File: src/core/cwctl_pkg.sv
// package for the complementary waveform control block: offsets, fields, resets, modes
// Notes on behaviour
// - shutdown: B/D one level, A/C other, no polarity
// - override 11 high, 10 low, 01 float, 00 inactive
// - manual clear only when selected sources low
// - auto restart clears status when sources low
// - overrides hold until first rising input edge
// - control zero bit 7 enables module
// - load bit transfers dead band, then self-clears
// - three-bit mode field decodes six modes
// - read-only bit shows selected input level
// - per-output polarity bit inverts that output
// - rising dead band six bits, reset to zero
// - falling dead band six bits, upper zero
// - status bit reads one during shutdown
// - status write accepted while disabled
// - dead band counts clocks up to value
// - disabled loads now, enabled on next rising or falling input edge
// - shutdown inputs level sensitive, block clearing
package cwctl_pkg;
    // register byte offsets on the bus
    localparam logic [7:0] CWCTL_OFS_CTRL0 = 8'h00;
    localparam logic [7:0] CWCTL_OFS_CTRL1 = 8'h04;
    localparam logic [7:0] CWCTL_OFS_DBR   = 8'h08;
    localparam logic [7:0] CWCTL_OFS_DBF   = 8'h0C;
    localparam logic [7:0] CWCTL_OFS_SDC0  = 8'h10;
    localparam logic [7:0] CWCTL_OFS_SRC   = 8'h14;
    // field positions
    localparam int CWCTL_EN_BIT   = 7;
    localparam int CWCTL_LD_BIT   = 6;
    localparam int CWCTL_IN_BIT   = 5;
    localparam int CWCTL_SD_BIT   = 7;
    localparam int CWCTL_REN_BIT  = 6;
    localparam int CWCTL_BD_OVERRIDE_LEVEL_LSB = 4;
    localparam int CWCTL_AC_OVERRIDE_LEVEL_LSB = 2;
    // reset values
    localparam logic [2:0] CWCTL_MODE_RST = 3'h0;
    localparam logic [3:0] CWCTL_POL_RST  = 4'h0;
    localparam logic [1:0] CWCTL_LS_RST   = 2'h1;
    localparam logic [4:0] CWCTL_SRC_RST  = 5'h00;
    // number of shutdown sources
    localparam int CWCTL_NSRC = 5;
    // override codes
    localparam logic [1:0] CWCTL_LS_HIGH  = 2'h3;
    localparam logic [1:0] CWCTL_LS_LOW   = 2'h2;
    localparam logic [1:0] CWCTL_LS_FLOAT = 2'h1;
    localparam logic [1:0] CWCTL_LS_INACT = 2'h0;
    // operating modes
    typedef enum logic [2:0] {
        CWCTL_M_STEER  = 3'b000,
        CWCTL_M_SSTEER = 3'b001,
        CWCTL_M_FWD    = 3'b010,
        CWCTL_M_REV    = 3'b011,
        CWCTL_M_HALF   = 3'b100,
        CWCTL_M_PUSH   = 3'b101
    } cwctl_mode_t;
endpackage

File: src/core/cwctl_gap.sv
// dead band delay counter: delayed rise of a level by a programmed clock count
`timescale 1ns/1ps
module cwctl_gap #(
    parameter int W = 6
) (
    // clock and reset
    input  wire logic         clk_i,
    input  wire logic         rst_n_i,
    // level in, gap length, delayed level out
    input  wire logic         lvl_i,
    input  wire logic [W-1:0] gap_i,
    output logic              lvl_o
);
    logic [W-1:0] cnt_q;
    logic [W-1:0] cnt_d;
    logic         out_q;
    logic         out_d;

    // count up from zero while level high, release when value reached
    always_comb begin
        cnt_d = cnt_q;
        out_d = 1'b0;
        if (lvl_i) begin
            if (cnt_q >= gap_i) begin
                out_d = 1'b1;
            end else begin
                cnt_d = cnt_q + 1'b1;
            end
        end else begin
            cnt_d = '0;
        end
    end

    // state registers
    always_ff @(posedge clk_i or negedge rst_n_i) begin
        if (!rst_n_i) begin
            cnt_q <= '0;
            out_q <= 1'b0;
        end else begin
            cnt_q <= cnt_d;
            out_q <= out_d;
        end
    end

    assign lvl_o = out_q;
endmodule

File: src/core/cwctl_top.sv
// complementary waveform control: registers, mode logic, dead band, shutdown and restart
//
// Our own choices: the Wishbone register port and the register offsets.
`timescale 1ns/1ps
module cwctl_top (
    // clock and reset
    input  wire logic                               REF_CLK_I,
    input  wire logic                               RST_N_I,
    // classic wishbone slave
    input  wire logic                               WB_CYC_I,
    input  wire logic                               WB_STB_I,
    input  wire logic                               WB_WE_I,
    input  wire logic [7:0]                         WB_ADR_I,
    input  wire logic [3:0]                         WB_SEL_I,
    input  wire logic [31:0]                        WB_DAT_I,
    output logic      [31:0]                        WB_DAT_O,
    output logic                                    WB_ACK_O,
    // selected input data and active-low shutdown sources (asynchronous pins)
    input  wire logic                               DATA_I,
    input  wire logic [cwctl_pkg::CWCTL_NSRC-1:0]   SD_N_I,
    // outputs a..d with output enables (low = driving)
    output logic      [3:0]                         OUT_O,
    output logic      [3:0]                         OUT_OE_N_O
);
    import cwctl_pkg::*;

    // synchronised pins
    logic       din_s1_q, din_q, din_prev_q;
    logic [CWCTL_NSRC-1:0] sd_s1_q, sd_q;
    // registers
    logic       en_q, en_d, ld_q, ld_d;
    logic [2:0] mode_q, mode_d;
    logic [3:0] pol_q, pol_d;
    logic [5:0] dbr_q, dbr_d, dbf_q, dbf_d;     // software copies
    logic [5:0] dbra_q, dbra_d, dbfa_q, dbfa_d; // active copies
    logic       sd_st_q, sd_st_d, ren_q, ren_d, hold_q, hold_d;
    logic [1:0] bd_override_level_q, bd_override_level_d, ac_override_level_q, ac_override_level_d;
    logic [CWCTL_NSRC-1:0] srcen_q, srcen_d;
    logic       ack_q, ack_d;
    logic [31:0] rdat_q, rdat_d;
    logic [3:0] out_q, out_d, oen_q, oen_d;
    logic       dir_q, dir_d;
    // combinational helpers
    logic       wr, rd, rise, fall, sd_active, gap_r, gap_f, gap_b, gap_d;
    logic [3:0] raw;
    logic [7:0] wb;

    // byte lane 0 write data, zero when lane not selected
    function automatic logic [7:0] lane0(input logic [31:0] d, input logic [3:0] s);
        return s[0] ? d[7:0] : 8'h00;
    endfunction

    // two-flop synchronisers for pins
    always_ff @(posedge REF_CLK_I or negedge RST_N_I) begin
        if (!RST_N_I) begin
            din_s1_q   <= 1'b0;
            din_q      <= 1'b0;
            din_prev_q <= 1'b0;
            sd_s1_q    <= '1;
            sd_q       <= '1;
        end else begin
            din_s1_q   <= DATA_I;
            din_q      <= din_s1_q;
            din_prev_q <= din_q;
            sd_s1_q    <= SD_N_I;
            sd_q       <= sd_s1_q;
        end
    end

    // bus strobes and edge events
    assign wr   = WB_CYC_I && WB_STB_I && WB_WE_I && ack_q && WB_SEL_I[0]; // lands at the acked edge
    assign rd   = WB_CYC_I && WB_STB_I && !WB_WE_I && !ack_q;
    assign rise = din_q && !din_prev_q;
    assign fall = !din_q && din_prev_q;
    assign sd_active = |(srcen_q & ~sd_q);
    assign wb   = lane0(WB_DAT_I, WB_SEL_I);

    // dead band counters for rising and falling edges
    cwctl_gap #(.W(6)) u_gap_r (
        .clk_i   (REF_CLK_I),
        .rst_n_i (RST_N_I),
        .lvl_i   (din_q),
        .gap_i   (dbra_q),
        .lvl_o   (gap_r)
    );
    cwctl_gap #(.W(6)) u_gap_f (
        .clk_i   (REF_CLK_I),
        .rst_n_i (RST_N_I),
        .lvl_i   (!din_q),
        .gap_i   (dbfa_q),
        .lvl_o   (gap_f)
    );
    // rising-edge delays for full bridge modulated outputs
    cwctl_gap #(.W(6)) u_gap_b (
        .clk_i   (REF_CLK_I),
        .rst_n_i (RST_N_I),
        .lvl_i   (din_q && dir_q),
        .gap_i   (dbra_q),
        .lvl_o   (gap_b)
    );
    cwctl_gap #(.W(6)) u_gap_d (
        .clk_i   (REF_CLK_I),
        .rst_n_i (RST_N_I),
        .lvl_i   (din_q && !dir_q),
        .gap_i   (dbfa_q),
        .lvl_o   (gap_d)
    );

    // register file and control next state
    always_comb begin
        en_d = en_q;
        ld_d = ld_q;
        mode_d = mode_q;
        pol_d = pol_q;
        dbr_d = dbr_q;
        dbf_d = dbf_q;
        dbra_d = dbra_q;
        dbfa_d = dbfa_q;
        sd_st_d = sd_st_q;
        ren_d = ren_q;
        bd_override_level_d = bd_override_level_q;
        ac_override_level_d = ac_override_level_q;
        srcen_d = srcen_q;
        hold_d = hold_q;
        dir_d = dir_q;
        ack_d = (WB_CYC_I && WB_STB_I && !ack_q);
        rdat_d = 32'h0000_0000;
        // buffer transfer on the next input edge
        if (ld_q && (rise || fall)) begin
            dbra_d = dbr_q;
            dbfa_d = dbf_q;
            ld_d   = 1'b0;
        end
        // full bridge direction latched on rising input
        if (rise) begin
            dir_d = mode_q[0];
        end
        // restart: overrides release on first rising edge after status clears
        if (!sd_st_q && hold_q && rise) begin
            hold_d = 1'b0;
        end
        // automatic restart once sources go low
        if (sd_st_q && ren_q && !sd_active) begin
            sd_st_d = 1'b0;
        end
        if (wr) begin
            case (WB_ADR_I)
                CWCTL_OFS_CTRL0: begin
                    en_d   = wb[CWCTL_EN_BIT];
                    ld_d   = ld_d || (wb[CWCTL_LD_BIT] && en_q);
                    mode_d = wb[2:0];
                    if (!wb[CWCTL_EN_BIT]) begin
                        ld_d = 1'b0;
                    end
                end
                CWCTL_OFS_CTRL1: pol_d = wb[3:0];
                CWCTL_OFS_DBR: begin
                    dbr_d = wb[5:0];
                    if (!en_q) begin
                        dbra_d = wb[5:0];
                    end
                end
                CWCTL_OFS_DBF: begin
                    dbf_d = wb[5:0];
                    if (!en_q) begin
                        dbfa_d = wb[5:0];
                    end
                end
                CWCTL_OFS_SDC0: begin
                    ren_d  = wb[CWCTL_REN_BIT];
                    bd_override_level_d = wb[CWCTL_BD_OVERRIDE_LEVEL_LSB +: 2];
                    ac_override_level_d = wb[CWCTL_AC_OVERRIDE_LEVEL_LSB +: 2];
                    if (wb[CWCTL_SD_BIT]) begin
                        sd_st_d = 1'b1;
                    end else if (!sd_active) begin
                        sd_st_d = 1'b0;
                    end
                end
                CWCTL_OFS_SRC: srcen_d = wb[CWCTL_NSRC-1:0];
                default: ;
            endcase
        end
        // hardware shutdown set wins over any clear
        if (sd_active) begin
            sd_st_d = 1'b1;
        end
        if (sd_st_d) begin
            hold_d = 1'b1;
        end
        // read mux, unimplemented bits zero
        if (rd) begin
            case (WB_ADR_I)
                CWCTL_OFS_CTRL0: rdat_d[7:0] = {en_q, ld_q, 3'b000, mode_q};
                CWCTL_OFS_CTRL1: rdat_d[7:0] = {2'b00, din_q, 1'b0, pol_q};
                CWCTL_OFS_DBR:   rdat_d[7:0] = {2'b00, dbr_q};
                CWCTL_OFS_DBF:   rdat_d[7:0] = {2'b00, dbf_q};
                CWCTL_OFS_SDC0:  rdat_d[7:0] = {sd_st_q, ren_q, bd_override_level_q, ac_override_level_q, 2'b00};
                CWCTL_OFS_SRC:   rdat_d[7:0] = {3'b000, srcen_q};
                default:         rdat_d = 32'h0000_0000;
            endcase
        end
    end

    // mode waveform before polarity
    always_comb begin
        raw = 4'h0;
        case (cwctl_mode_t'(mode_q))
            CWCTL_M_STEER, CWCTL_M_SSTEER: raw = {4{din_q}};
            CWCTL_M_FWD:  raw = {gap_d, 1'b0, 1'b0, 1'b1} & {4{dir_q == 1'b0}};
            CWCTL_M_REV:  raw = {1'b0, 1'b1, 1'b0, 1'b0} | {2'b00, gap_b, 1'b0};
            CWCTL_M_HALF: raw = {1'b0, 1'b0, gap_f, gap_r};
            CWCTL_M_PUSH: raw = {1'b0, 1'b0, !din_q, din_q};
            default:      raw = 4'h0;
        endcase
    end

    // output stage: polarity or override levels
    always_comb begin
        out_d = 4'h0;
        oen_d = 4'h0;
        for (int i = 0; i < 4; i++) begin
            logic [1:0] ls;
            ls = (i == 1 || i == 3) ? bd_override_level_q : ac_override_level_q;
            if (hold_q || !en_q) begin
                case (ls)
                    CWCTL_LS_HIGH:  out_d[i] = 1'b1;
                    CWCTL_LS_LOW:   out_d[i] = 1'b0;
                    CWCTL_LS_FLOAT: oen_d[i] = 1'b1;
                    default:        out_d[i] = pol_q[i];
                endcase
            end else begin
                out_d[i] = raw[i] ^ pol_q[i];
            end
        end
    end

    // registers
    always_ff @(posedge REF_CLK_I or negedge RST_N_I) begin
        if (!RST_N_I) begin
            en_q <= 1'b0;
            ld_q <= 1'b0;
            mode_q <= CWCTL_MODE_RST;
            pol_q <= CWCTL_POL_RST;
            dbr_q <= '0;
            dbf_q <= '0;
            dbra_q <= '0;
            dbfa_q <= '0;
            sd_st_q <= 1'b1;
            ren_q <= 1'b0;
            hold_q <= 1'b1;
            dir_q <= 1'b0;
            bd_override_level_q <= CWCTL_LS_RST;
            ac_override_level_q <= CWCTL_LS_RST;
            srcen_q <= CWCTL_SRC_RST;
            ack_q <= 1'b0;
            rdat_q <= 32'h0000_0000;
            out_q <= 4'h0;
            oen_q <= 4'hF;
        end else begin
            en_q <= en_d;
            ld_q <= ld_d;
            mode_q <= mode_d;
            pol_q <= pol_d;
            dbr_q <= dbr_d;
            dbf_q <= dbf_d;
            dbra_q <= dbra_d;
            dbfa_q <= dbfa_d;
            sd_st_q <= sd_st_d;
            ren_q <= ren_d;
            hold_q <= hold_d;
            dir_q <= dir_d;
            bd_override_level_q <= bd_override_level_d;
            ac_override_level_q <= ac_override_level_d;
            srcen_q <= srcen_d;
            ack_q <= ack_d;
            rdat_q <= rdat_d;
            out_q <= out_d;
            oen_q <= oen_d;
        end
    end

    assign WB_ACK_O   = ack_q;
    assign WB_DAT_O   = rdat_q;
    assign OUT_O      = out_q;
    assign OUT_OE_N_O = oen_q;
endmodule

File: config.mk
export PLATFORM = sky130hd
export DESIGN_NAME = cwctl_top
export DESIGN_NICKNAME = d
export VERILOG_FILES = /design/src/core/cwctl_pkg.sv /design/src/core/cwctl_gap.sv /design/src/core/cwctl_top.sv
export SDC_FILE = /design/constraint.sdc
export NUM_CORES = 1
export LEC_CHECK = 0
export BUFFER_PORTS_ARGS = -buffer_cell sky130_fd_sc_hd__buf_2
export CAP_MARGIN = 30
export CORE_MARGIN = 10
export CORE_UTILIZATION = 35
export CTS_CLUSTER_DIAMETER = 30
export DETAILED_ROUTE_END_ITERATION = 6
export GPL_ROUTABILITY_DRIVEN = 0
export PLACE_DENSITY = 0.64
export SLEW_MARGIN = 20
export SYNTH_ARGS = -nofsm -noshare
export SYNTH_HDL_FRONTEND = slang
export SYNTH_HIERARCHICAL = 1
export SYNTH_SLANG_ARGS = --single-unit
File: constraint.sdc
create_clock -name REF_CLK_I -period 5.15 [get_ports REF_CLK_I]
set_input_delay 1.03 -clock REF_CLK_I [delete_from_list [all_inputs] [get_ports REF_CLK_I]]
set_output_delay 1.03 -clock REF_CLK_I [all_outputs]
set_load 0.02 [all_outputs]
==> flow_summary.ini <==
[drt]
first_pass_iters = 4
ant_nets = 0
routed_wl_mm = 12.99
vias = 3974
drc = 0
drt-initial-drc-count = 318
vias_per_cell = 5.069
wl_per_cell_um = 16.57

[timing]
fin_ws_ns = 2.649
max_freq_ghz = 0.3999
hold_viol_final = 0
tns_ns = 0
max_slew_margin = 0.4643
post-route-period-util = 0.4856
worst_pin_slew_ns = 0.8035
slew_viol_final = 0
final-setup-viol-count = 0
whs_ns = 0.3483
fin_crit_ns = 2.501
skew_ns = 0.008469
rsz0062_at_grt = false

[setup_path]
reg2reg_from = u_gap_f/cnt_q[0]$_DFFE_PN0P_
crit_required_ns = 5.39
cp_slowest_cell = or4_1
worst_ep_arrival_time_ns = 2.74
cp_top_family = simple AND/OR/NAND/NOR gates
slowest_delay_ns = 0.72
r2r_cells = 7
ff2ff_setup_slack_ns = 3.07
path_buf_inv = 1
r2r-end = u_gap_f/cnt_q[5]$_DFFE_PN0P_
criticalPathCategory = input port to flop
critPathLaunchType = input port
end_kind = flop
crit_chain = buf_2 > and3_2 > nand2_2 > or4_1 > mux2_4
crit_fanout = 15

[placement]
pre_cts_slack_ns = 2.305
portBuffers = 44
dp_hpwl_mm = 9.749
dp.cells = 768
place_area_sq_um = 5957

[synth]
synth_top_area_frac = 0.3825
synth_cell_types = 58
synthTopCellsByCount = 86 x dfrtp_1, 38 x inv_1, 33 x mux2_2, 32 x mux2i_1, 30 x nand3_1
synth_seq_area_share = 0.4572
synth-edff-count = 0
synth.cell_area_sq_um = 5627
synthCells = 525
synth_seq_cells = 102
synth.most_common_cell = dfrtp_1
yosys.area.top_type = dfrtp_1
ys.flop_type = dfrtp_1
ys_async_sr_fraction = 1.000
ys_warn_count = 6
synthTopCellsByArea = dfrtp_1 38%, dfstp_2 7.5%, mux2_2 6.6%
avgSynthCellArea_sq_um = 10.72

[global_routing]
grt_pass1_vias = 4046
antenna_found_initial = 0
grt_max_degree = 64
grt_overflow = 0
grt_usage = 0.1224
grt_pass1_wl_mm = 21.42

[cts]
postCtsSetupRepairBufs = 0
path_clk_slew_ns = 0.07
htreeDepth = 3
cts_max_path_buffers = 2
cts_buffers = 9
clock_latency_ns = 0.35
holdBufCountCts = 0
clkSinkCount = 102
clockRootBuffer = clkbuf_16
cts_tree = yes
cts_resized = 0

[job]
cap_viol_max_count = 0

[status]
outcome = complete, no violations

[floorplanning]
rows = 46
pin_count = 96
die_w_um = 146.8
die_area_sq_um = 21550
die_h_um = 146.8
core_area_sq_um = 15830
start_util = 0.3555

[power_and_ir_drop]
p_per_area_nw_per_um2 = 302.9
leakagePower_nw = 2.912
peakVddDrop_mv = 0.1700

[finish]
layout-drive-gt1-share = 0.2394
final_nets = 647
fin_cells = 784
syn2layout_area_growth_pct = 11.12
antennaDiodeCount = 0
fin_area_sq_um = 6252
fillers = 1541

[hold_path]
min_from = din_s1_q$_DFF_PN0_
worst_hold_path.endpoint = din_q$_DFF_PN0_
hold_depth = 0
hold_path_class = flop to flop
-- area by class of cell --
cell class                      count  area, sq um  area share
Clock inverter                      4        48.80    0.007805
Tap cell                          216        270.3     0.04323
Inverter                           39        146.4     0.02341
Clock buffer                       12        246.5     0.03942
Sequential cell                   102         2572      0.4114
Multi-Input combinational cell    364         2723      0.4355
Timing Repair Buffer               47        245.2     0.03922
-- layout by cell type, fill, tap and decap left out, types with 4 or more instances in the layout --
cell type,instances
dfrtp_1,86
buf_2,43
inv_1,38
mux2_2,33
mux2i_1,32
nand3_1,30
ha_1,29
nand2_1,25
conb_1,24
o21ai_0,19
nor2_1,17
dfstp_2,16
and2_1,13
a21oi_1,12
a21boi_1,12
or3_1,12
nor2b_1,10
clkbuf_16,9
or4_1,8
nor3_1,6
xnor2_1,6
nand4_1,5
a21o_1,5
a22oi_1,4
and3_1,4
buf_4,4
nand2b_4,4
a21oi_2,4
o211ai_2,4
and2_2,4
o31ai_1,4
a21boi_0,4
-- power by group --
group,total (W),switching (W),internal (W)
registers,0.000904,0.0000545,0.000849
clock network,0.000683,0.000293,0.000390
logic,0.000308,0.000177,0.000131
-- worst max path at each step --
stage,from,to,slack (ns),cells past startpoint
after global placement,WB_SEL_I[0],dbra_q[3]$_DFF_PN0_,2.30,5
after global routing,WB_SEL_I[0],dbra_q[3]$_DFF_PN0_,2.62,5
after floorplan,WB_ADR_I[0],srcen_q[2]$_DFFE_PN0P_,2.69,5
after detailed placement,WB_SEL_I[0],dbra_q[4]$_DFF_PN0_,2.31,5
after CTS,WB_SEL_I[0],dbra_q[3]$_DFF_PN0_,2.65,5
final,WB_SEL_I[0],dbra_q[3]$_DFF_PN0_,2.65,5
-- state kept, by name (all words and copies together), names as in the netlist, 3 cells and up --
| register | flops |
|---|---|
| sd_q | 5 |
| WB_DAT_O | 8 |
| dbfa_q | 6 |
| mode_q | 3 |
| OUT_O | 4 |
| dbra_q | 6 |
| u_gap_d/cnt_q | 6 |
| dbf_q | 6 |
| pol_q | 4 |
| dbr_q | 6 |
| srcen_q | 5 |
| sd_s1_q | 5 |
| u_gap_r/cnt_q | 6 |
| u_gap_b/cnt_q | 6 |
| u_gap_f/cnt_q | 6 |
-- layer usage --
| layer | track usage | share of wire |
|---|---|---|
| met1 | 0.1586 | 0.44 |
| met2 | 0.1952 | 0.49 |
| met3 | 0.03716 | 0.062 |
| met4 | 0.02953 | 0.0098 |
| met5 | 0 | 0 |
-- through the flow --
| stage | total power, W | utilization |
|---|---|---|
| final | 0.001894 | 0.3950 |
| after global routing | 0.002008 | 0.3950 |
| after CTS | 0.001917 | 0.3950 |
| after detailed placement | 0.001228 | 0.3764 |
| after global placement | 0.001212 | 0.3764 |
| after floorplan | 0.001156 | - |
-- kinds of logic after synthesis --
family / count (synthesis) / share of synthesized area
buffers and inverters: 82 / 0.07427
multiplexers: 68 / 0.1303
other: 1 / 0.0006665
flip-flops: 102 / 0.4572
XOR/XNOR: 6 / 0.009339
AO/OA/AOI/OAI: 84 / 0.1045
AND/OR/NAND/NOR: 153 / 0.1592
adder cells (fa/ha/maj): 29 / 0.06449
Note: power is estimated with default switching activity, not from simulation.
